$ cat config.mk
export PLATFORM = sky130hd
export DESIGN_NAME = sfd_decoder
export DESIGN_NICKNAME = d
export VERILOG_FILES = /design/src/design/sfd_pkg.sv /design/src/design/sfd_decoder.sv /design/src/design/sfd_shift_out.sv /design/src/design/sfd_sync.sv
export SDC_FILE = /design/constraint.sdc
export NUM_CORES = 1
export LEC_CHECK = 0
export ABC_AREA = 1
export BUFFER_PORTS_ARGS = -buffer_cell sky130_fd_sc_hd__buf_2
export CORE_ASPECT_RATIO = 1.4
export CORE_UTILIZATION = 35
export DETAILED_ROUTE_END_ITERATION = 6
export PLACE_DENSITY = 0.56
export SLEW_MARGIN = 20
export SYNTH_ARGS = -nofsm -noshare
export SYNTH_HDL_FRONTEND = slang
export SYNTH_SLANG_ARGS = --single-unit
$ cat constraint.sdc
create_clock -name CLOCK -period 2.1 [get_ports CLOCK]
set_input_delay 0.21 -clock CLOCK [delete_from_list [all_inputs] [get_ports CLOCK]]
set_output_delay 0.21 -clock CLOCK [all_outputs]
set_load 0.005 [all_outputs]
$ cat src/design/sfd_pkg.sv
// Shared constants and types for the serial flash instruction decoder
package sfd_pkg;
  localparam int ADDR_W = 19;  // 512 KByte array, top address 7ffff
  localparam int SYNC_W = 3;   // Chip select, serial clock, serial input
  localparam logic [SYNC_W-1:0] SYNC_IDLE = 3'h4;  // Pins at rest: chip select high

  // Opcodes
  localparam logic [7:0] OP_READ       = 8'h03;
  localparam logic [7:0] OP_FAST_READ  = 8'h0b;
  localparam logic [7:0] OP_SECT_ERASE = 8'h20;
  localparam logic [7:0] OP_BLK32      = 8'h52;
  localparam logic [7:0] OP_BLK64      = 8'hd8;
  localparam logic [7:0] OP_CHIP_A     = 8'h60;
  localparam logic [7:0] OP_CHIP_B     = 8'hc7;
  localparam logic [7:0] OP_BYTE_PROG  = 8'h02;
  localparam logic [7:0] OP_AAI        = 8'had;
  localparam logic [7:0] OP_STAT_RD    = 8'h05;
  localparam logic [7:0] OP_STAT_UNLK  = 8'h50;
  localparam logic [7:0] OP_STAT_WR    = 8'h01;
  localparam logic [7:0] OP_LATCH_SET  = 8'h06;
  localparam logic [7:0] OP_LATCH_CLR  = 8'h04;
  localparam logic [7:0] OP_ID_A       = 8'h90;
  localparam logic [7:0] OP_ID_B       = 8'hab;
  localparam logic [7:0] OP_STD_ID     = 8'h9f;
  localparam logic [7:0] OP_BUSY_EN    = 8'h70;
  localparam logic [7:0] OP_BUSY_DIS   = 8'h80;

  // Framing counts
  localparam logic [2:0] LAST_BIT   = 3'h7;
  localparam logic [1:0] LAST_ADDR  = 2'h2;
  localparam logic [1:0] LAST_STDID = 2'h2;

  // Erase granule address LSBs
  localparam int SECT_LSB  = 12;
  localparam int BLK32_LSB = 15;
  localparam int BLK64_LSB = 16;

  // Status byte field positions
  localparam int ST_BUSY = 0;
  localparam int ST_WEL  = 1;
  localparam int ST_AAI  = 6;

  // Operation handed to the array engine
  typedef enum logic [2:0] {
    SFD_OP_NONE  = 3'b000,
    SFD_OP_BYTE  = 3'b001,
    SFD_OP_WORD  = 3'b010,
    SFD_OP_SECT  = 3'b011,
    SFD_OP_BLK32 = 3'b100,
    SFD_OP_BLK64 = 3'b101,
    SFD_OP_CHIP  = 3'b110,
    SFD_OP_STAT  = 3'b111
  } sfd_kind_t;

  typedef struct packed {
    logic              valid;
    sfd_kind_t         kind;
    logic [ADDR_W-1:0] addr;
    logic [15:0]       data;
  } sfd_req_t;

  // Framing states
  typedef enum logic [2:0] {
    SFD_IDLE   = 3'b000,
    SFD_OPCODE = 3'b001,
    SFD_ADDR   = 3'b010,
    SFD_DUMMY  = 3'b011,
    SFD_DIN    = 3'b100,
    SFD_DOUT   = 3'b101,
    SFD_WAIT   = 3'b110
  } sfd_state_t;
endpackage : sfd_pkg

$ cat src/design/sfd_decoder.sv
// Serial flash instruction decoder: framing, opcode decode, read streaming
// How it works
// Host sends write enable before any program or erase, and write enable or 50h before a status write.
// A falling chip select starts framing of a fresh instruction.
// Input bits sampled on rising serial clock, most significant bit first.
// Opcode, address, dummy and data cycles are eight bits each.
// Host frames instructions with chip select; reads end when it rises.
// Chip select rising mid-byte aborts the instruction, back to standby.
// 03h reads: three address bytes, no dummy, streamed data.
// 0Bh reads: three address bytes, one dummy byte, streamed data.
// Read pointer increments per byte and wraps from top to zero.
// Host keeps chip select low through a whole read.
// 20h erases a 4 KByte sector chosen by address bits down to 12.
// 52h erases a 32 KByte block chosen by address bits down to 15.
// D8h erases a 64 KByte block chosen by address bits down to 16.
// 60h or C7h erases the whole array, no address or data.
// 02h programs one byte after three address bytes.
// ADh word program; continuations carry two data bytes, even then odd.
// 05h streams the status byte until chip select rises.
// Decodes 06h, 04h, 50h, and 01h with one data byte.
// 70h shows ready or busy on output in word mode; 80h cancels it.
// 90h/ABh give maker or part code by address bit 0; 9Fh gives ID bytes.
// Address bits above the array size are dropped.
// Program and erase commands are rejected while the write latch is clear.
// In word mode only ADh, 05h and 04h are accepted.
// Status bit 0 shows the engine busy flag.
// Output data shifts out MSB first, changing on falling serial clock.
module sfd_decoder #(
  parameter logic [7:0]  MAKER_ID = 8'h5a,      // Arbitrary value
  parameter logic [7:0]  PART_ID  = 8'h3c,      // Arbitrary value
  parameter logic [23:0] STD_ID   = 24'h5a_3c_01 // Arbitrary value
) (
  input  wire logic                          CLOCK,
  input  wire logic                          RST,
  input  wire logic                          CE_N,
  input  wire logic                          SCK,
  input  wire logic                          SI,
  input  wire logic                          BUSY,
  input  wire logic [7:0]                    STAT_BITS,
  input  wire logic [7:0]                    MEM_DATA,
  output logic                               SO,
  output logic                               SO_OE,
  output logic [sfd_pkg::ADDR_W-1:0]         MEM_ADDR,
  output sfd_pkg::sfd_req_t                  OP_REQ,
  output logic                               WRITE_LATCH_FLAG,
  output logic                               AAI_MODE,
  output logic                               READY_BUSY_EN
);
  localparam int AW = sfd_pkg::ADDR_W;

  // Sign-in of pins
  logic [2:0] pins_s;
  logic       ce_s;
  logic       sck_s;
  logic       si_s;
  logic       ce_d_ff;
  logic       sck_d_ff;

  sfd_sync #(.W(sfd_pkg::SYNC_W), .RST_VAL(sfd_pkg::SYNC_IDLE)) u_sync (
    .clk      (CLOCK),
    .rst      (RST),
    .async_in ({CE_N, SCK, SI}),
    .sync_out (pins_s)
  );

  assign ce_s  = pins_s[2];
  assign sck_s = pins_s[1];
  assign si_s  = pins_s[0];

  // Edge finders on synchronised pins
  always_ff @(posedge CLOCK) begin
    if (RST) begin
      ce_d_ff  <= 1'b1;
      sck_d_ff <= 1'b0;
    end else begin
      ce_d_ff  <= ce_s;
      sck_d_ff <= sck_s;
    end
  end

  wire logic ce_fall  = ce_d_ff & ~ce_s;
  wire logic ce_rise  = ~ce_d_ff & ce_s;
  wire logic sck_rise = ~sck_d_ff & sck_s & ~ce_s;
  wire logic sck_fall = sck_d_ff & ~sck_s & ~ce_s;

  // Framing and command state
  sfd_pkg::sfd_state_t state_ff;
  logic [2:0]          bit_ff;
  logic [1:0]          byte_ff;
  logic [6:0]          shift_ff;
  logic [7:0]          op_ff;
  logic [AW-1:0]       addr_ff;
  logic [15:0]         data_ff;
  logic                pend_ff;
  logic                wel_ff;
  logic                aai_ff;
  logic                unlk_ff;
  logic                rbe_ff;
  logic [1:0]          id_ff;
  sfd_pkg::sfd_req_t   req_ff;

  // Base address of an erase granule
  function automatic logic [AW-1:0] granule(input logic [AW-1:0] a, input int lsb);
    granule = a & ~((AW'(1) << lsb) - AW'(1));
  endfunction : granule

  // Byte assembly, MSB first
  wire logic [7:0] in_byte   = {shift_ff, si_s};
  wire logic       byte_done = sck_rise && (bit_ff == sfd_pkg::LAST_BIT);
  wire logic       counting  = (state_ff == sfd_pkg::SFD_OPCODE) ||
                               (state_ff == sfd_pkg::SFD_ADDR) ||
                               (state_ff == sfd_pkg::SFD_DUMMY) ||
                               (state_ff == sfd_pkg::SFD_DIN) ||
                               (state_ff == sfd_pkg::SFD_DOUT);

  // Opcode classes
  wire logic is_write_op = (in_byte == sfd_pkg::OP_SECT_ERASE) ||
                           (in_byte == sfd_pkg::OP_BLK32) ||
                           (in_byte == sfd_pkg::OP_BLK64) ||
                           (in_byte == sfd_pkg::OP_BYTE_PROG) ||
                           (in_byte == sfd_pkg::OP_AAI) ||
                           (in_byte == sfd_pkg::OP_CHIP_A) ||
                           (in_byte == sfd_pkg::OP_CHIP_B);
  wire logic aai_legal   = (in_byte == sfd_pkg::OP_AAI) ||
                           (in_byte == sfd_pkg::OP_STAT_RD) ||
                           (in_byte == sfd_pkg::OP_LATCH_CLR);
  wire logic write_ok    = wel_ff && !BUSY;
  wire logic addr_op     = (in_byte == sfd_pkg::OP_READ) ||
                           (in_byte == sfd_pkg::OP_FAST_READ) ||
                           (in_byte == sfd_pkg::OP_ID_A) ||
                           (in_byte == sfd_pkg::OP_ID_B) ||
                           (in_byte == sfd_pkg::OP_SECT_ERASE) ||
                           (in_byte == sfd_pkg::OP_BLK32) ||
                           (in_byte == sfd_pkg::OP_BLK64) ||
                           (in_byte == sfd_pkg::OP_BYTE_PROG) ||
                           (in_byte == sfd_pkg::OP_AAI && !aai_ff);
  wire logic plain_op    = (in_byte == sfd_pkg::OP_LATCH_SET) ||
                           (in_byte == sfd_pkg::OP_LATCH_CLR) ||
                           (in_byte == sfd_pkg::OP_STAT_UNLK) ||
                           (in_byte == sfd_pkg::OP_BUSY_EN) ||
                           (in_byte == sfd_pkg::OP_BUSY_DIS) ||
                           (in_byte == sfd_pkg::OP_CHIP_A) ||
                           (in_byte == sfd_pkg::OP_CHIP_B);
  wire logic is_read_op  = (op_ff == sfd_pkg::OP_READ) ||
                           (op_ff == sfd_pkg::OP_FAST_READ);
  wire logic top_word    = &addr_ff[AW-1:1];

  // Next address pointer: shifted in, advanced per read byte, or next word
  wire logic [AW-1:0] addr_shift = {addr_ff[AW-9:0], in_byte};
  wire logic [AW-1:0] addr_inc   = AW'(addr_ff + AW'(1));
  wire logic [AW-1:0] word_next  = AW'({addr_ff[AW-1:1], 1'b0} + AW'(2));

  // Status byte and outgoing byte select
  wire logic [7:0] status_byte = {STAT_BITS[7], aai_ff, STAT_BITS[5:2], wel_ff, BUSY};
  wire logic [7:0] std_byte    = (id_ff == 2'h0) ? STD_ID[23:16] :
                                 (id_ff == 2'h1) ? STD_ID[15:8] : STD_ID[7:0];
  wire logic [7:0] out_byte    =
      (op_ff == sfd_pkg::OP_STAT_RD) ? status_byte :
      (op_ff == sfd_pkg::OP_STD_ID)  ? std_byte :
      (op_ff == sfd_pkg::OP_ID_A || op_ff == sfd_pkg::OP_ID_B) ?
          (addr_ff[0] ? PART_ID : MAKER_ID) :
      MEM_DATA;

  // Framing state machine
  always_ff @(posedge CLOCK) begin
    if (RST) begin
      state_ff <= sfd_pkg::SFD_IDLE;
      bit_ff   <= 3'h0;
      byte_ff  <= 2'h0;
      shift_ff <= 7'h00;
      op_ff    <= 8'h00;
      addr_ff  <= '0;
      data_ff  <= 16'h0000;
      pend_ff  <= 1'b0;
      id_ff    <= 2'h0;
    end else if (ce_fall) begin
      state_ff <= sfd_pkg::SFD_OPCODE;
      bit_ff   <= 3'h0;
      byte_ff  <= 2'h0;
      pend_ff  <= 1'b0;
      id_ff    <= 2'h0;
    end else if (ce_rise) begin
      state_ff <= sfd_pkg::SFD_IDLE;
      bit_ff   <= 3'h0;
      pend_ff  <= 1'b0;
      if (pend_ff && op_ff == sfd_pkg::OP_AAI && !top_word) begin
        addr_ff <= word_next;
      end
    end else if (sck_rise && counting) begin
      bit_ff   <= 3'(bit_ff + 3'h1);
      shift_ff <= in_byte[6:0];
      if (byte_done) begin
        unique case (state_ff)
          sfd_pkg::SFD_OPCODE: begin
            op_ff   <= in_byte;
            byte_ff <= 2'h0;
            if (aai_ff && !aai_legal) begin
              state_ff <= sfd_pkg::SFD_WAIT;
            end else if (is_write_op && !write_ok) begin
              state_ff <= sfd_pkg::SFD_WAIT;
            end else if (addr_op) begin
              state_ff <= sfd_pkg::SFD_ADDR;
            end else if (in_byte == sfd_pkg::OP_AAI) begin
              state_ff <= sfd_pkg::SFD_DIN;
            end else if (in_byte == sfd_pkg::OP_STAT_RD ||
                         in_byte == sfd_pkg::OP_STD_ID) begin
              state_ff <= sfd_pkg::SFD_DOUT;
            end else if (in_byte == sfd_pkg::OP_STAT_WR) begin
              state_ff <= (wel_ff || unlk_ff) ? sfd_pkg::SFD_DIN : sfd_pkg::SFD_WAIT;
            end else begin
              state_ff <= sfd_pkg::SFD_WAIT;
              pend_ff  <= plain_op;
            end
          end
          sfd_pkg::SFD_ADDR: begin
            addr_ff <= addr_shift;
            byte_ff <= 2'(byte_ff + 2'h1);
            if (byte_ff == sfd_pkg::LAST_ADDR) begin
              byte_ff <= 2'h0;
              if (op_ff == sfd_pkg::OP_FAST_READ) begin
                state_ff <= sfd_pkg::SFD_DUMMY;
              end else if (op_ff == sfd_pkg::OP_READ || op_ff == sfd_pkg::OP_ID_A ||
                           op_ff == sfd_pkg::OP_ID_B) begin
                state_ff <= sfd_pkg::SFD_DOUT;
              end else if (op_ff == sfd_pkg::OP_BYTE_PROG || op_ff == sfd_pkg::OP_AAI) begin
                state_ff <= sfd_pkg::SFD_DIN;
              end else begin
                state_ff <= sfd_pkg::SFD_WAIT;
                pend_ff  <= 1'b1;
              end
            end
          end
          sfd_pkg::SFD_DUMMY: state_ff <= sfd_pkg::SFD_DOUT;
          sfd_pkg::SFD_DIN: begin
            data_ff <= {data_ff[7:0], in_byte};
            byte_ff <= 2'(byte_ff + 2'h1);
            if (op_ff != sfd_pkg::OP_AAI || byte_ff != 2'h0) begin
              state_ff <= sfd_pkg::SFD_WAIT;
              pend_ff  <= 1'b1;
            end
          end
          sfd_pkg::SFD_DOUT: begin
            if (is_read_op) begin
              addr_ff <= addr_inc;
            end
            id_ff <= (id_ff == sfd_pkg::LAST_STDID) ? 2'h0 : 2'(id_ff + 2'h1);
          end
          default: state_ff <= sfd_pkg::SFD_WAIT;
        endcase
      end
    end
  end

  // Execution at the closing chip select: latches and engine requests
  always_ff @(posedge CLOCK) begin
    if (RST) begin
      wel_ff  <= 1'b0;
      aai_ff  <= 1'b0;
      unlk_ff <= 1'b0;
      rbe_ff  <= 1'b0;
      req_ff  <= '0;
    end else begin
      req_ff.valid <= 1'b0;
      if (ce_rise && pend_ff && bit_ff == 3'h0) begin
        req_ff.addr  <= addr_ff;
        req_ff.data  <= data_ff;
        req_ff.kind  <= sfd_pkg::SFD_OP_NONE;
        unique case (op_ff)
          sfd_pkg::OP_LATCH_SET: wel_ff <= 1'b1;
          sfd_pkg::OP_LATCH_CLR: begin
            wel_ff <= 1'b0;
            aai_ff <= 1'b0;
          end
          sfd_pkg::OP_STAT_UNLK: unlk_ff <= 1'b1;
          sfd_pkg::OP_BUSY_EN:   rbe_ff  <= 1'b1;
          sfd_pkg::OP_BUSY_DIS:  rbe_ff  <= 1'b0;
          sfd_pkg::OP_STAT_WR: begin
            req_ff.valid <= 1'b1;
            req_ff.kind  <= sfd_pkg::SFD_OP_STAT;
            req_ff.data  <= {8'h00, data_ff[7:0]};
            wel_ff       <= 1'b0;
            unlk_ff      <= 1'b0;
          end
          sfd_pkg::OP_BYTE_PROG: begin
            req_ff.valid <= 1'b1;
            req_ff.kind  <= sfd_pkg::SFD_OP_BYTE;
            req_ff.data  <= {8'h00, data_ff[7:0]};
            wel_ff       <= 1'b0;
          end
          sfd_pkg::OP_AAI: begin
            req_ff.valid <= 1'b1;
            req_ff.kind  <= sfd_pkg::SFD_OP_WORD;
            req_ff.addr  <= {addr_ff[AW-1:1], 1'b0};
            aai_ff       <= !top_word;
            wel_ff       <= !top_word;
          end
          sfd_pkg::OP_SECT_ERASE: begin
            req_ff.valid <= 1'b1;
            req_ff.kind  <= sfd_pkg::SFD_OP_SECT;
            req_ff.addr  <= granule(addr_ff, sfd_pkg::SECT_LSB);
            wel_ff       <= 1'b0;
          end
          sfd_pkg::OP_BLK32: begin
            req_ff.valid <= 1'b1;
            req_ff.kind  <= sfd_pkg::SFD_OP_BLK32;
            req_ff.addr  <= granule(addr_ff, sfd_pkg::BLK32_LSB);
            wel_ff       <= 1'b0;
          end
          sfd_pkg::OP_BLK64: begin
            req_ff.valid <= 1'b1;
            req_ff.kind  <= sfd_pkg::SFD_OP_BLK64;
            req_ff.addr  <= granule(addr_ff, sfd_pkg::BLK64_LSB);
            wel_ff       <= 1'b0;
          end
          sfd_pkg::OP_CHIP_A, sfd_pkg::OP_CHIP_B: begin
            req_ff.valid <= 1'b1;
            req_ff.kind  <= sfd_pkg::SFD_OP_CHIP;
            req_ff.addr  <= '0;
            wel_ff       <= 1'b0;
          end
          default: req_ff.valid <= 1'b0;
        endcase
      end
    end
  end

  // Serial output path
  logic shift_bit;
  wire logic out_load = (bit_ff == 3'h0);
  wire logic in_dout  = (state_ff == sfd_pkg::SFD_DOUT);
  wire logic rb_mode  = rbe_ff && aai_ff && !ce_s && !in_dout;

  sfd_shift_out u_shift (
    .clk     (CLOCK),
    .rst     (RST),
    .fall    (sck_fall && in_dout),
    .load    (out_load),
    .byte_in (out_byte),
    .bit_out (shift_bit)
  );

  // Registered pin and status outputs
  always_ff @(posedge CLOCK) begin
    if (RST) begin
      SO       <= 1'b0;
      SO_OE    <= 1'b0;
      MEM_ADDR <= '0;
    end else begin
      SO       <= rb_mode ? !BUSY : shift_bit;
      SO_OE    <= !ce_s && (in_dout || rb_mode);
      MEM_ADDR <= addr_ff;
    end
  end

  assign OP_REQ           = req_ff;
  assign WRITE_LATCH_FLAG = wel_ff;
  assign AAI_MODE         = aai_ff;
  assign READY_BUSY_EN    = rbe_ff;

  // Checks
  a_frame_start: assert property (@(posedge CLOCK) disable iff (RST)
    ce_fall |=> state_ff == sfd_pkg::SFD_OPCODE && bit_ff == 3'h0)
    else $error("frame did not restart on chip select fall");
  a_msb_first: assert property (@(posedge CLOCK) disable iff (RST)
    byte_done && state_ff == sfd_pkg::SFD_OPCODE && !ce_fall && !ce_rise
    |=> op_ff == {$past(shift_ff), $past(si_s)})
    else $error("opcode not assembled msb first");
  a_bit_count: assert property (@(posedge CLOCK) disable iff (RST)
    sck_rise && counting && !ce_fall && !ce_rise |=> bit_ff == 3'($past(bit_ff) + 3'h1))
    else $error("bit counter did not advance");
  a_abort_mid: assert property (@(posedge CLOCK) disable iff (RST)
    ce_rise && bit_ff != 3'h0 |=> state_ff == sfd_pkg::SFD_IDLE && !req_ff.valid)
    else $error("partial byte was not aborted");
  a_read_wrap: assert property (@(posedge CLOCK) disable iff (RST)
    byte_done && in_dout && is_read_op && !ce_fall && !ce_rise
    |=> addr_ff == AW'($past(addr_ff) + AW'(1)))
    else $error("read pointer did not advance");
  a_sector_base: assert property (@(posedge CLOCK) disable iff (RST)
    req_ff.valid && req_ff.kind == sfd_pkg::SFD_OP_SECT |-> req_ff.addr[11:0] == 12'h000)
    else $error("sector erase address not aligned");
  a_block_base: assert property (@(posedge CLOCK) disable iff (RST)
    req_ff.valid && req_ff.kind == sfd_pkg::SFD_OP_BLK64 |-> req_ff.addr[15:0] == 16'h0000)
    else $error("block erase address not aligned");
  a_latch_gate: assert property (@(posedge CLOCK) disable iff (RST)
    req_ff.valid && req_ff.kind != sfd_pkg::SFD_OP_STAT |-> $past(wel_ff))
    else $error("write issued with latch clear");
  a_word_filter: assert property (@(posedge CLOCK) disable iff (RST)
    byte_done && state_ff == sfd_pkg::SFD_OPCODE && aai_ff && !aai_legal && !ce_fall && !ce_rise
    |=> state_ff == sfd_pkg::SFD_WAIT)
    else $error("illegal opcode accepted in word mode");
endmodule : sfd_decoder

$ cat src/design/sfd_shift_out.sv
// Byte serialiser for the serial output, MSB first on falling clock edges
module sfd_shift_out (
  input  wire logic       clk,
  input  wire logic       rst,
  input  wire logic       fall,
  input  wire logic       load,
  input  wire logic [7:0] byte_in,
  output logic            bit_out
);
  logic [6:0] rest_ff;

  // Load presents bit 7 at once, later falls walk down the byte
  always_ff @(posedge clk) begin
    if (rst) begin
      rest_ff <= 7'h00;
      bit_out <= 1'b0;
    end else if (fall && load) begin
      bit_out <= byte_in[7];
      rest_ff <= byte_in[6:0];
    end else if (fall) begin
      bit_out <= rest_ff[6];
      rest_ff <= {rest_ff[5:0], 1'b0};
    end
  end
endmodule : sfd_shift_out

$ cat src/design/sfd_sync.sv
// Two-flop synchroniser for the serial bus pins
module sfd_sync #(
  parameter int           W       = 3,
  parameter logic [W-1:0] RST_VAL = '0
) (
  input  wire logic         clk,
  input  wire logic         rst,
  input  wire logic [W-1:0] async_in,
  output logic      [W-1:0] sync_out
);
  logic [W-1:0] meta_ff;

  // First stage feeds only the second stage; reset to the pins' idle levels
  // so that no false edge is seen once reset lets go
  always_ff @(posedge clk) begin
    if (rst) begin
      meta_ff  <= RST_VAL;
      sync_out <= RST_VAL;
    end else begin
      meta_ff  <= async_in;
      sync_out <= meta_ff;
    end
  end
endmodule : sfd_sync

==> impl_metrics.prom, run 1 <==
# TYPE chip_impl_metric gauge
chip_impl_metric{name="max_slew.worst_pin.slew",unit="ps"} 499
chip_impl_metric{name="finalWorstPathRequiredPeriod",unit="ps"} 1990
chip_impl_metric{name="r2r.worst_path.cells",unit=""} 7
chip_impl_metric{name="place_area",unit="mm2"} 0.00793
chip_impl_metric{name="cts-buffers-inserted",unit=""} 17
chip_impl_info{name="ranking_of_synthesized_cells_by_area",value="sky130_fd_sc_hd__dfxtp_1 (40%), sky130_fd_sc_hd__nand2_1 (10%), sky130_fd_sc_hd__nor2_1 (9.1%), sky130_fd_sc_hd__o21ai_0 (8.8%), sky130_fd_sc_hd__a21oi_1 (6.8%)"} 1
chip_impl_info{name="crit_path_end_kind",value="flip-flop"} 1
chip_impl_metric{name="core",unit="mm2"} 0.0198
chip_impl_metric{name="wire_per_inst",unit="um"} 15.0
chip_impl_metric{name="timing.critical_path.slowest_cell_delay",unit="ps"} 440
chip_impl_metric{name="drive_gt1_share",unit="%"} 17.8
chip_impl_metric{name="required",unit="ps"} 2430
chip_impl_metric{name="clock_insertion_delay_worst_skew",unit="ps"} 430
chip_impl_metric{name="hold-worst-slack",unit="ps"} 21.4
chip_impl_metric{name="die-height",unit="um"} 170
chip_impl_info{name="cpMostUsedCell",value="sky130_fd_sc_hd__inv_1"} 1
chip_impl_metric{name="placement.io_buffers",unit=""} 81
chip_impl_metric{name="clk_pin_slew",unit="ps"} 60
chip_impl_metric{name="place_congestion",unit=""} 0.906
chip_impl_metric{name="vdd.ir_drop.worst",unit="mV"} 0.459
chip_impl_metric{name="achievable-frequency",unit="MHz"} 503
chip_impl_info{name="rsz0062_at_grt",value="true"} 1
chip_impl_metric{name="yosys_warnings",unit=""} 0
chip_impl_metric{name="floorplan.initialDensity",unit="%"} 35.6
chip_impl_info{name="tritoncts",value="done"} 1
chip_impl_metric{name="ff2ff_setup_slack",unit="ps"} 110
chip_impl_metric{name="htreeDepth",unit=""} 4
chip_impl_metric{name="wire_length_reported_by_the_detailed_router",unit="um"} 21000
chip_impl_metric{name="initialDrtViolationCount",unit=""} 464
chip_impl_info{name="critPathLaunchType",value="flip-flop"} 1
chip_impl_metric{name="viasPerCell",unit=""} 4.98
chip_impl_metric{name="ys_seq_elements",unit=""} 141
chip_impl_metric{name="fillCellCount",unit=""} 2069
chip_impl_metric{name="post-route-period-util",unit="%"} 94.6
chip_impl_metric{name="detail-route-antenna-nets",unit=""} 0
chip_impl_metric{name="synthDistinctLibCells",unit=""} 38
chip_impl_metric{name="crit_buf_inv",unit=""} 3
chip_impl_metric{name="ctsLongestPathBuffers",unit=""} 2
chip_impl_metric{name="setup_tns",unit="ps"} 0
chip_impl_info{name="type_of_the_worst_setup_path",value="reg2reg"} 1
chip_impl_info{name="worst_r2r_startpoint",value="u_sync.sync_out[2]"} 1
chip_impl_metric{name="report.final.slew_viol_count",unit=""} 0
chip_impl_metric{name="area.growth.synth_to_final",unit="%"} 21.8
chip_impl_metric{name="postSynthNetCount",unit=""} 1070
chip_impl_info{name="outcome",value="finished clean"} 1
chip_impl_metric{name="drt_pre_antenna_iters",unit=""} 5
chip_impl_metric{name="avgSynthCellArea",unit="um2"} 6.77
chip_impl_info{name="cp_top_family",value="buffers and inverters"} 1
chip_impl_metric{name="finalSetupViolations",unit=""} 0
chip_impl_metric{name="crit_cells",unit=""} 7
chip_impl_metric{name="globalRouteTotalUtil",unit="%"} 21.2
chip_impl_metric{name="dieArea",unit="mm2"} 0.0207
chip_impl_metric{name="syn_inst",unit=""} 1038
chip_impl_metric{name="timing.max_cap.violations",unit=""} 0
chip_impl_metric{name="synth_largest_type_area_fraction",unit="%"} 40.1
chip_impl_metric{name="final.setup_skew",unit="ps"} 14.1
chip_impl_metric{name="detailroute.via_count",unit=""} 6996
chip_impl_info{name="setup.worst_path.end",value="data_ff[4]"} 1
chip_impl_metric{name="mappedNetlistArea",unit="mm2"} 0.00703
chip_impl_metric{name="tritoncts_num_sinks",unit=""} 141
chip_impl_info{name="synth_area_leader_cell",value="sky130_fd_sc_hd__dfxtp_1"} 1
chip_impl_metric{name="std_cell_rows",unit=""} 61
chip_impl_metric{name="slew-limit-headroom",unit="%"} 66.6
chip_impl_info{name="worst_path_max_delay_cell",value="sky130_fd_sc_hd__dfxtp_1"} 1
chip_impl_metric{name="die_width",unit="um"} 122
chip_impl_metric{name="grt_first_pass_wirelength",unit="um"} 33900
chip_impl_metric{name="antenna_diode_count",unit=""} 0
chip_impl_metric{name="antenna_found_initial",unit=""} 0
chip_impl_metric{name="io-pin-count",unit=""} 85
chip_impl_metric{name="final_net_count",unit=""} 1172
chip_impl_info{name="worstPathCellList",value="inv_1 > ha_1 > inv_1 > nor3_2 > buf_4 > nor2_1 > a211oi_1"} 1
chip_impl_metric{name="worstPathArrival",unit="ps"} 2320
chip_impl_metric{name="hold_fails_final_rpt",unit=""} 0
chip_impl_info{name="clock_tree.root_cell",value="sky130_fd_sc_hd__clkbuf_16"} 1
chip_impl_metric{name="post-dp-hpwl",unit="um"} 15600
chip_impl_info{name="worst_setup_path_startpoint",value="u_sync.sync_out[2]"} 1
chip_impl_metric{name="placed_cells",unit=""} 1370
chip_impl_metric{name="final_cell_count_no_fill",unit=""} 1405
chip_impl_metric{name="grt_pass1_vias",unit=""} 6646
chip_impl_metric{name="drc",unit=""} 0
chip_impl_metric{name="leakage",unit="nW"} 3.87
chip_impl_metric{name="critical_path_peak_fanout",unit=""} 14
chip_impl_info{name="timing.rr.end",value="data_ff[4]"} 1
chip_impl_metric{name="totalPowerFinal",unit="mW"} 5.91
chip_impl_metric{name="power_density",unit="mW/mm2"} 690
chip_impl_metric{name="ys_seq_area_share",unit="%"} 40.1
chip_impl_metric{name="grt_max_degree",unit=""} 70
chip_impl_info{name="worstHoldPathType",value="in2reg"} 1
chip_impl_metric{name="grt_overflow",unit=""} 0
chip_impl_metric{name="final_cell_area",unit="mm2"} 0.00856
-- worst register-to-register path: stages (launching register included) --
cell	delay (ps)
sky130_fd_sc_hd__dfxtp_1	440
sky130_fd_sc_hd__inv_1	120
sky130_fd_sc_hd__ha_1	340
sky130_fd_sc_hd__inv_1	90
sky130_fd_sc_hd__nor3_2	400
sky130_fd_sc_hd__buf_4	270
sky130_fd_sc_hd__nor2_1	50
sky130_fd_sc_hd__a211oi_1	180
-- how the worst min path moves through the flow --
stage | startpoint | end | slack [ps] | depth (start not counted)
global route | BUSY | SO | 20 | 2
finish | BUSY | SO | 20 | 2
global placement | u_sync.meta_ff[1] | u_sync.sync_out[1] | 400 | 2
CTS | BUSY | SO | 5 | 2
floorplan | CE_N | u_sync.meta_ff[2] | 310 | 1
detailed placement | u_sync.meta_ff[1] | u_sync.sync_out[1] | 400 | 2
-- synth_stat cells (all sizes together) --
cell type  number
a211oi          9
a21boi          1
a21oi          99
a221oi          4
a311oi          1
a31oi           7
buf            18
clkbuf         25
clkinv          1
dfxtp         141
ha             10
inv           113
nand2         203
nand3          32
nand4          11
nor2          179
nor3           19
nor4            2
o211ai          5
o21a            1
o21ai         132
o22ai           4
o31ai           2
or2             2
xor2           17
-- flip-flops by register name, summed over array words and instances (netlist names), 2 cells and up --
register / flops
addr_ff: 19
id_ff: 2
byte_ff: 2
shift_ff: 7
data_ff: 16
MEM_ADDR: 19
bit_ff: 3
OP_REQ: 39
u_sync.meta_ff: 3
u_sync.sync_out: 3
state_ff: 3
op_ff: 8
u_shift.rest_ff: 7
-- logic make-up after synthesis --
group | Yosys count | synth area share [%]
buf+inv | 157 | 9.01
fa+ha+maj | 10 | 1.78
flops | 141 | 40.1
simple gates | 448 | 26.7
compound gates | 265 | 20.2
xor+xnor | 17 | 2.12
-- cell type report --
cell class	count	area, um2	area share (%)
Clock buffer	17	425	4.97
Clock inverter	15	163	1.90
Timing Repair Buffer	126	813	9.50
Sequential cell	141	2830	33.0
Tap cell	252	315	3.68
Inverter	114	428	5.00
Multi-Input combinational cell	740	3590	41.9
-- where the power goes --
group | internal (mW) | total, mW | switching (mW)
Clock | 1.69 | 3.06 | 1.37
Combinational | 0.0562 | 0.159 | 0.103
Sequential | 2.68 | 2.69 | 0.00539
Total | 4.43 | 5.91 | 1.47
-- stage by stage --
stage | util (%) | setup WS, ps
global placement | 40.1 | 110
CTS | 43.2 | 65.1
detailed placement | 40.1 | 83.0
floorplan | - | 280
finish | 43.3 | 113
global route | 43.3 | -35.2
-- per-layer routing --
layer  wire [um]  up-vias  GRT usage, %  part of all wire, %
li1            -     3592             -                    -
met1        9300     3216          26.2                   44
met2       10500      150          36.5                   50
met3         748       38          3.56                  3.6
met4         523        0          7.46                  2.5
met5           0        -             0                    0
-- timing repair --
item / in CTS / in global routing
setup endpoints to repair: 0 / 23
endpoints found under the hold margin: 3 / 0
hold buffers: 3 / 0
resized for setup: 0 / 8
setup buffers: 0 / 0
-- cells in the final DEF (no fill, tap or decap), types with 5 or more instances in the layout --
cell type,count
sky130_fd_sc_hd__nand2_2,7
sky130_fd_sc_hd__xor2_1,17
sky130_fd_sc_hd__o211ai_1,5
sky130_fd_sc_hd__buf_2,81
sky130_fd_sc_hd__buf_4,37
sky130_fd_sc_hd__nand3_2,5
sky130_fd_sc_hd__nor3_1,16
sky130_fd_sc_hd__o21ai_1,9
sky130_fd_sc_hd__nand4_1,9
sky130_fd_sc_hd__ha_1,9
sky130_fd_sc_hd__inv_2,11
sky130_fd_sc_hd__o21ai_0,123
sky130_fd_sc_hd__nor2_2,10
sky130_fd_sc_hd__a31oi_1,7
sky130_fd_sc_hd__dfxtp_1,137
sky130_fd_sc_hd__buf_12,5
sky130_fd_sc_hd__inv_1,103
sky130_fd_sc_hd__inv_6,6
sky130_fd_sc_hd__nand3_1,27
sky130_fd_sc_hd__nand2_1,196
sky130_fd_sc_hd__a21oi_1,96
sky130_fd_sc_hd__inv_8,5
sky130_fd_sc_hd__clkbuf_16,17
sky130_fd_sc_hd__a211oi_1,9
sky130_fd_sc_hd__nor2_1,167
Power figures use the tool's default switching activity.
==> run 2, diff against run 1 <==
--- a/config.mk
+++ b/config.mk
@@ -5,7 +5,6 @@
 export SDC_FILE = /design/constraint.sdc
 export NUM_CORES = 1
 export LEC_CHECK = 0
-export ABC_AREA = 1
 export BUFFER_PORTS_ARGS = -buffer_cell sky130_fd_sc_hd__buf_2
 export CORE_ASPECT_RATIO = 1.4
 export CORE_UTILIZATION = 35
==> run 2 against run 1 <==
Net effect:
- the run now ends with negative setup slack left
- final cell count decreased by 7.4%
- largest power group unchanged
- sequential cell count unchanged
- combinational power increased by 5%
==> impl_metrics.prom, run 2 <==
# TYPE chip_impl_metric gauge
chip_impl_info{name="outcome",value="finished with violations"} 1
chip_impl_info{name="violations",value="negative setup slack"} 1
chip_impl_metric{name="final_net_count",unit=""} 1072
chip_impl_metric{name="wire_length_reported_by_the_detailed_router",unit="um"} 22000
chip_impl_metric{name="die-height",unit="um"} 169
chip_impl_metric{name="dieArea",unit="mm2"} 0.0204
chip_impl_metric{name="area.growth.synth_to_final",unit="%"} 33.9
chip_impl_metric{name="finalWorstPathRequiredPeriod",unit="ps"} 2350
chip_impl_metric{name="hold_fails_final_rpt",unit=""} 0
chip_impl_info{name="crit_path_end_kind",value="flip-flop"} 1
chip_impl_info{name="most_common_library_cell_in_the_layout_ignoring_fill_and_taps",value="sky130_fd_sc_hd__dfxtp_1"} 1
chip_impl_info{name="yosys.cell_count.top_type",value="sky130_fd_sc_hd__dfxtp_1"} 1
chip_impl_metric{name="antenna_diode_count",unit=""} 0
chip_impl_metric{name="number_of_flip_flops_in_the_largest_register",unit=""} 39
chip_impl_metric{name="synthDistinctLibCells",unit=""} 66
chip_impl_metric{name="totalPowerFinal",unit="mW"} 5.74
chip_impl_metric{name="grt_overflow",unit=""} 0
chip_impl_metric{name="vdd.ir_drop.worst",unit="mV"} 0.539
chip_impl_metric{name="synth_largest_type_area_fraction",unit="%"} 40.6
chip_impl_info{name="rsz0062_at_grt",value="true"} 1
chip_impl_metric{name="achievable-frequency",unit="MHz"} 426
chip_impl_metric{name="grt_pass1_vias",unit=""} 6700
chip_impl_info{name="worstHoldPathType",value="in2reg"} 1
chip_impl_metric{name="critical_path_peak_fanout",unit=""} 2
chip_impl_metric{name="leakage",unit="nW"} 3.62
chip_impl_metric{name="number_of_flops_mapped_to_enable_cells_by_yosys",unit=""} 0
chip_impl_metric{name="drc",unit=""} 0
chip_impl_metric{name="yosys_warnings",unit=""} 0
chip_impl_metric{name="ys_seq_elements",unit=""} 141
chip_impl_info{name="critPathLaunchType",value="flip-flop"} 1
chip_impl_metric{name="core",unit="mm2"} 0.0194
chip_impl_metric{name="avgSynthCellArea",unit="um2"} 7.89
chip_impl_info{name="post_synth_most_frequent_cells",value="sky130_fd_sc_hd__dfxtp_1 (141), sky130_fd_sc_hd__nor2_1 (107), sky130_fd_sc_hd__nand2_1 (94), sky130_fd_sc_hd__a21oi_1 (83), sky130_fd_sc_hd__clkbuf_1 (64)"} 1
chip_impl_metric{name="placement.io_buffers",unit=""} 81
chip_impl_metric{name="mappedNetlistArea",unit="mm2"} 0.00696
chip_impl_metric{name="post-route-period-util",unit="%"} 112
chip_impl_info{name="worst_setup_path_startpoint",value="op_ff[4]"} 1
chip_impl_metric{name="io-pin-count",unit=""} 85
chip_impl_metric{name="r2r.worst_path.cells",unit=""} 7
chip_impl_metric{name="viasPerCell",unit=""} 5.47
chip_impl_info{name="synth_flop_cell",value="sky130_fd_sc_hd__dfxtp_1"} 1
chip_impl_metric{name="die_width",unit="um"} 121
chip_impl_info{name="worst_r2r_startpoint",value="op_ff[4]"} 1
chip_impl_metric{name="htreeDepth",unit=""} 4
chip_impl_metric{name="dp_slack",unit="ps"} -228
chip_impl_info{name="clock_tree.root_cell",value="sky130_fd_sc_hd__clkbuf_16"} 1
chip_impl_metric{name="required",unit="ps"} 2460
chip_impl_metric{name="final.setup_skew",unit="ps"} 11.4
chip_impl_metric{name="postSynthNetCount",unit=""} 914
chip_impl_metric{name="timing.max_cap.violations",unit=""} 0
chip_impl_metric{name="clock_insertion_delay_worst_skew",unit="ps"} 440
chip_impl_metric{name="ctsLongestPathBuffers",unit=""} 2
chip_impl_info{name="mostFrequentLayoutCells",value="sky130_fd_sc_hd__dfxtp_1 (136), sky130_fd_sc_hd__buf_4 (112), sky130_fd_sc_hd__nor2_1 (102)"} 1
chip_impl_info{name="ranking_of_synthesized_cells_by_area",value="sky130_fd_sc_hd__dfxtp_1 (41%), sky130_fd_sc_hd__a21oi_1 (6.0%), sky130_fd_sc_hd__nor2_1 (5.8%), sky130_fd_sc_hd__nand2_1 (5.1%), sky130_fd_sc_hd__mux2i_1 (3.7%)"} 1
chip_impl_metric{name="timing.critical_path.slowest_cell_delay",unit="ps"} 540
chip_impl_info{name="worst_hold_launch",value="RST"} 1
chip_impl_metric{name="asyncSetResetFlopFracSynth",unit="%"} 0
chip_impl_metric{name="post-dp-hpwl",unit="um"} 15400
chip_impl_metric{name="std_cell_rows",unit=""} 60
chip_impl_metric{name="ys_seq_area_share",unit="%"} 40.6
chip_impl_metric{name="layout_setup_ws",unit="ps"} -247
chip_impl_metric{name="power_density",unit="mW/mm2"} 616
chip_impl_metric{name="fillCellCount",unit=""} 1954
chip_impl_info{name="timing.rr.end",value="addr_ff[1]"} 1
chip_impl_metric{name="grt_max_degree",unit=""} 85
chip_impl_metric{name="worstPathArrival",unit="ps"} 2710
chip_impl_metric{name="syn_inst",unit=""} 882
chip_impl_metric{name="tritoncts_num_sinks",unit=""} 141
chip_impl_metric{name="floorplan.initialDensity",unit="%"} 35.9
chip_impl_metric{name="drive_gt1_share",unit="%"} 27.8
chip_impl_metric{name="place_congestion",unit=""} 0.900
chip_impl_metric{name="drt_pre_antenna_iters",unit=""} 5
chip_impl_metric{name="max_slew.worst_pin.slew",unit="ps"} 564
chip_impl_info{name="type_of_the_worst_setup_path",value="reg2reg"} 1
chip_impl_metric{name="globalRouteTotalUtil",unit="%"} 22.1
chip_impl_metric{name="detailroute.via_count",unit=""} 7111
chip_impl_metric{name="grt_first_pass_wirelength",unit="um"} 35200
chip_impl_metric{name="initialDrtViolationCount",unit=""} 482
chip_impl_metric{name="finalSetupViolations",unit=""} 20
chip_impl_metric{name="ff2ff_setup_slack",unit="ps"} -250
chip_impl_metric{name="whs_path_depth",unit=""} 2
chip_impl_info{name="min_to",value="id_ff[0]"} 1
chip_impl_metric{name="clk_pin_slew",unit="ps"} 70
chip_impl_metric{name="slew-limit-headroom",unit="%"} 62.0
chip_impl_info{name="tritoncts",value="done"} 1
chip_impl_metric{name="detail-route-antenna-nets",unit=""} 0
chip_impl_info{name="worst_path_max_delay_cell",value="sky130_fd_sc_hd__or4_4"} 1
chip_impl_metric{name="wire_per_inst",unit="um"} 16.9
chip_impl_metric{name="report.final.slew_viol_count",unit=""} 0
chip_impl_metric{name="antenna_found_initial",unit=""} 0
chip_impl_info{name="worstPathCellList",value="or4_4 > o41a_1 > nor4b_4 > buf_4 > a21oi_4 > or4_1 > a31oi_1"} 1
chip_impl_metric{name="cts-buffers-inserted",unit=""} 17
chip_impl_info{name="synth_area_leader_cell",value="sky130_fd_sc_hd__dfxtp_1"} 1
[run 2: per-layer routing]
metal / part of all wire, % / track usage [%]
met4: 2.9 / 10.0
met2: 49 / 37.4
met5: 0 / 0
met3: 3.9 / 3.44
met1: 44 / 27.5
[run 2: timing repair]
item | in CTS | in global routing
gates resized for setup | 17 | 26
cloned | 1 | 1
endpoints found under the hold margin | 4 | 0
hold buffers | 4 | 0
endpoints found under the setup margin | 42 | 77
setup buffers | 0 | 11
pin swaps | 2 | 6
[run 2: worst max-delay path by stage]
stage	endpoint	slack [ps]	depth (start not counted)
after global routing	addr_ff[1]	-350	7
final	addr_ff[1]	-250	7
after global placement	addr_ff[1]	-140	7
after detailed placement	addr_ff[5]	-230	7
after floorplan	addr_ff[1]	-80	7
after CTS	addr_ff[12]	-190	7
[run 2: power by group]
group	switching (mW)	internal (mW)	leakage, nW	total [mW]
combinational	0.102	0.0652	2.20	0.167
sequential	0.00658	2.68	1.14	2.69
clock	1.32	1.56	0.274	2.88
total	1.43	4.31	3.62	5.74
[run 2: logic make-up after synthesis]
kind of cell / after synthesis / share of synthesized area [%]
buffers and inverters: 86 / 4.84
and+or+nand+nor: 399 / 28.7
DFF: 141 / 40.6
AOI/OAI and AO/OA: 213 / 19.5
adders and majority gates: 10 / 1.80
xor gates and xnor gates: 7 / 0.881
muxes: 26 / 3.74
[run 2: final cells by class]
| type | count | area [um2] | share of cell area, % |
|---|---|---|---|
| inverter | 14 | 52.6 | 0.564 |
| tap | 248 | 310 | 3.33 |
| clock buffer | 18 | 429 | 4.61 |
| clock inverter | 14 | 124 | 1.33 |
| sequential | 141 | 2830 | 30.4 |
| timing repair buffer | 211 | 1560 | 16.7 |
| multi-input combinational | 655 | 4010 | 43.1 |
[run 2: critical path: cells and delay by family, from the launching register on]
| family | cells | cell delay, ps |
|---|---|---|
| AND/OR/NAND/NOR | 3 | 1260 |
| buffers and inverters | 1 | 180 |
| AO/OA/AOI/OAI | 3 | 530 |
| flip-flops | 1 | 310 |
[run 2: per-stage QoR]
step | setup TNS, ps | utilization (%) | cells | instance area (um2) | hold WS, ps
global placement | -1470 | 43.5 | 1252 | 8420 | 405
CTS | -2120 | 47.0 | 1289 | 9110 | 18.6
global route | -4550 | 48.1 | 1301 | 9320 | 32.4
detailed placement | -1990 | 43.5 | 1252 | 8420 | 409
floorplan | -957 | - | 882 | 7050 | 306
finish | -1880 | 48.1 | 1301 | 9320 | 33.2
==> run 3, diff against run 2 <==
--- a/config.mk
+++ b/config.mk
@@ -7,9 +7,11 @@
 export LEC_CHECK = 0
 export BUFFER_PORTS_ARGS = -buffer_cell sky130_fd_sc_hd__buf_2
 export CORE_ASPECT_RATIO = 1.4
+export CORE_MARGIN = 10
 export CORE_UTILIZATION = 35
 export DETAILED_ROUTE_END_ITERATION = 6
 export PLACE_DENSITY = 0.56
+export SETUP_SLACK_MARGIN = 0.2
 export SLEW_MARGIN = 20
 export SYNTH_ARGS = -nofsm -noshare
 export SYNTH_HDL_FRONTEND = slang
==> run 3 against run 2 <==
Net effect:
- the run still ends with negative setup slack left
- critical endpoint unchanged
- combinational power up 4%
- count of clock-buffer cells in the layout is 1 higher
- largest cell class unchanged
- non-clock buffer count rose by 22
- highest routed layer unchanged
- sequential power barely moved
- sequential share of layout area fell by 2.1 points
- via count up 3.2%
==> impl_metrics.prom, run 3 (synthesis gave the netlist of run 2 again) <==
# TYPE chip_impl_metric gauge
chip_impl_metric{name="post-route-util",unit="%"} 51.9
chip_impl_metric{name="drive_gt1_share",unit="%"} 36.5
chip_impl_metric{name="grt_max_degree",unit=""} 94
chip_impl_metric{name="met2_usage",unit="%"} 30.6
chip_impl_metric{name="achievable-frequency",unit="MHz"} 428
chip_impl_info{name="most_common_library_cell_in_the_layout_ignoring_fill_and_taps",value="sky130_fd_sc_hd__dfxtp_1"} 1
chip_impl_metric{name="worstPathArrival",unit="ps"} 2700
chip_impl_metric{name="detail-route-antenna-nets",unit=""} 0
chip_impl_metric{name="totalPowerFinal",unit="mW"} 5.96
chip_impl_metric{name="slew-limit-headroom",unit="%"} 66.1
chip_impl_metric{name="core",unit="mm2"} 0.0194
chip_impl_info{name="outcome",value="finished with violations"} 1
chip_impl_info{name="violations",value="negative setup slack"} 1
chip_impl_metric{name="place_area",unit="mm2"} 0.00852
chip_impl_metric{name="required",unit="ps"} 2460
chip_impl_metric{name="cts-buffers-inserted",unit=""} 17
chip_impl_metric{name="tritoncts_num_sinks",unit=""} 141
chip_impl_metric{name="grt_use_met3",unit="%"} 3.38
chip_impl_metric{name="vdd.ir_drop.worst",unit="mV"} 0.544
chip_impl_metric{name="placement.io_buffers",unit=""} 81
chip_impl_metric{name="ctsLongestPathBuffers",unit=""} 2
chip_impl_metric{name="floorplan.initialDensity",unit="%"} 35.9
chip_impl_metric{name="critical_path_peak_fanout",unit=""} 2
chip_impl_info{name="worstHoldPathType",value="in2reg"} 1
chip_impl_metric{name="post-dp-hpwl",unit="um"} 16600
chip_impl_metric{name="met1_usage",unit="%"} 21.1
chip_impl_metric{name="number_of_flip_flops_in_the_largest_register",unit=""} 39
chip_impl_metric{name="layout_setup_ws",unit="ps"} -239
chip_impl_metric{name="wire_length_reported_by_the_detailed_router",unit="um"} 24600
chip_impl_metric{name="antenna_found_initial",unit=""} 0
chip_impl_metric{name="final_cell_area",unit="mm2"} 0.0101
chip_impl_metric{name="clk_pin_slew",unit="ps"} 70
chip_impl_info{name="rsz0062_at_grt",value="true"} 1
chip_impl_metric{name="io-pin-count",unit=""} 85
chip_impl_metric{name="grt_first_pass_wirelength",unit="um"} 37700
chip_impl_metric{name="initialDrtViolationCount",unit=""} 712
chip_impl_info{name="critPathLaunchType",value="flip-flop"} 1
chip_impl_metric{name="grt_pass1_vias",unit=""} 6971
chip_impl_info{name="clock_tree.root_cell",value="sky130_fd_sc_hd__clkbuf_16"} 1
chip_impl_metric{name="die-height",unit="um"} 187
chip_impl_metric{name="place_congestion",unit=""} 0.915
chip_impl_metric{name="timing.max_cap.violations",unit=""} 0
chip_impl_info{name="mostFrequentLayoutCells",value="sky130_fd_sc_hd__dfxtp_1 (129), sky130_fd_sc_hd__buf_4 (124), sky130_fd_sc_hd__nor2_1 (99)"} 1
chip_impl_info{name="tritoncts",value="done"} 1
chip_impl_metric{name="globalRouteTotalUtil",unit="%"} 17.6
chip_impl_metric{name="power_density",unit="mW/mm2"} 593
chip_impl_metric{name="viasPerCell",unit=""} 5.54
chip_impl_info{name="worst_path_max_delay_cell",value="sky130_fd_sc_hd__or4_4"} 1
chip_impl_info{name="worstPathCellList",value="or4_4 > o41a_1 > nor4b_4 > buf_4 > a21oi_4 > or4_1 > a31oi_1"} 1
chip_impl_metric{name="leakage",unit="nW"} 3.86
chip_impl_metric{name="grt_overflow",unit=""} 0
chip_impl_metric{name="dieArea",unit="mm2"} 0.0260
chip_impl_metric{name="drt_pre_antenna_iters",unit=""} 5
chip_impl_metric{name="drc",unit=""} 0
chip_impl_info{name="global_route.peak_usage_layer",value="met2"} 1
chip_impl_metric{name="clock_insertion_delay_worst_skew",unit="ps"} 440
chip_impl_metric{name="final_net_count",unit=""} 1094
chip_impl_metric{name="htreeDepth",unit=""} 4
chip_impl_metric{name="detailroute.via_count",unit=""} 7335
chip_impl_metric{name="std_cell_rows",unit=""} 60
chip_impl_metric{name="final.setup_skew",unit="ps"} 9.67
chip_impl_info{name="type_of_the_worst_setup_path",value="reg2reg"} 1
chip_impl_metric{name="whs_path_depth",unit=""} 2
chip_impl_info{name="crit_path_end_kind",value="flip-flop"} 1
chip_impl_metric{name="max_slew.worst_pin.slew",unit="ps"} 509
chip_impl_metric{name="hold-worst-slack",unit="ps"} 8.22
chip_impl_metric{name="final_cell_count_no_fill",unit=""} 1323
chip_impl_metric{name="report.final.slew_viol_count",unit=""} 0
chip_impl_metric{name="hold_fails_final_rpt",unit=""} 0
chip_impl_metric{name="wire_per_inst",unit="um"} 18.6
chip_impl_metric{name="placed_cells",unit=""} 1261
chip_impl_metric{name="post-route-period-util",unit="%"} 111
chip_impl_metric{name="r2r.worst_path.cells",unit=""} 7
chip_impl_metric{name="antenna_diode_count",unit=""} 0
chip_impl_metric{name="finalSetupViolations",unit=""} 36
chip_impl_metric{name="finalWorstPathRequiredPeriod",unit="ps"} 2340
chip_impl_metric{name="timing.critical_path.slowest_cell_delay",unit="ps"} 530
chip_impl_metric{name="area.growth.synth_to_final",unit="%"} 44.6
chip_impl_metric{name="die_width",unit="um"} 139
run 3: cell types whose count changed in the layout (fill, tap and decap cells not counted), moves of 5 or more:
cell	change
sky130_fd_sc_hd__nor3_2	+6
sky130_fd_sc_hd__o21ai_0	-5
sky130_fd_sc_hd__buf_6	+7
sky130_fd_sc_hd__nand3_2	+10
sky130_fd_sc_hd__buf_4	+12
sky130_fd_sc_hd__nand2_1	-5
sky130_fd_sc_hd__a21oi_1	-7
sky130_fd_sc_hd__nor3_1	-10
sky130_fd_sc_hd__dfxtp_1	-7
sky130_fd_sc_hd__dfxtp_2	+7
sky130_fd_sc_hd__nand3_1	-11
run 3: report_power, final:
part / internal, mW / total (mW) / switching [mW] / leakage, nW
Combinational: 0.0602 / 0.173 / 0.113 / 2.42
Sequential: 2.68 / 2.69 / 0.00643 / 1.14
Clock: 1.75 / 3.10 / 1.35 / 0.298
Total: 4.49 / 5.96 / 1.47 / 3.86
run 3: timing repair:
item                                   CTS  global route
endpoints found under the hold margin    2             0
pin swaps                               23            15
gates cloned                             2             2
hold buffers                             2             0
resized for setup                       66            84
setup buffers                           11            13
setup endpoints to repair               91            85
run 3: final timing paths:
check / slack, ps / start / endpoint
min: 8 / BUSY / SO
min reg2reg: 420 / u_sync.meta_ff[2] / u_sync.sync_out[2]
max: -240 / op_ff[4] / addr_ff[1]
max reg2reg: -240 / op_ff[4] / addr_ff[1]
run 3: layout make-up:
type,instances,area (um2)
fill,1879,9310
multi-input combinational,655,4450
sequential,141,2840
timing repair buffer,233,1810
clock buffer,19,453
tap,248,310
clock inverter,13,148
inverter,14,52.6
run 3: worst max-delay path, delay by kind of cell (launching register included):
family                 cells  cell delay (ps)
AO/OA/AOI/OAI              3              540
buffers and inverters      1              170
AND/OR/NAND/NOR            3             1240
flip-flops                 1              320
run 3: layer usage:
layer | wire (um) | vias up
met5 | 0 | -
met4 | 540 | 0
met3 | 1130 | 46
met2 | 12500 | 231
met1 | 10400 | 3540
li1 | - | 3518
run 3: stage by stage:
stage,setup TNS (ps),setup slack [ps]
after global placement,-2220,-169
after CTS,-3070,-196
after floorplan,-1040,-78.1
after global routing,-6690,-291
after detailed placement,-3570,-198
final,-3600,-239
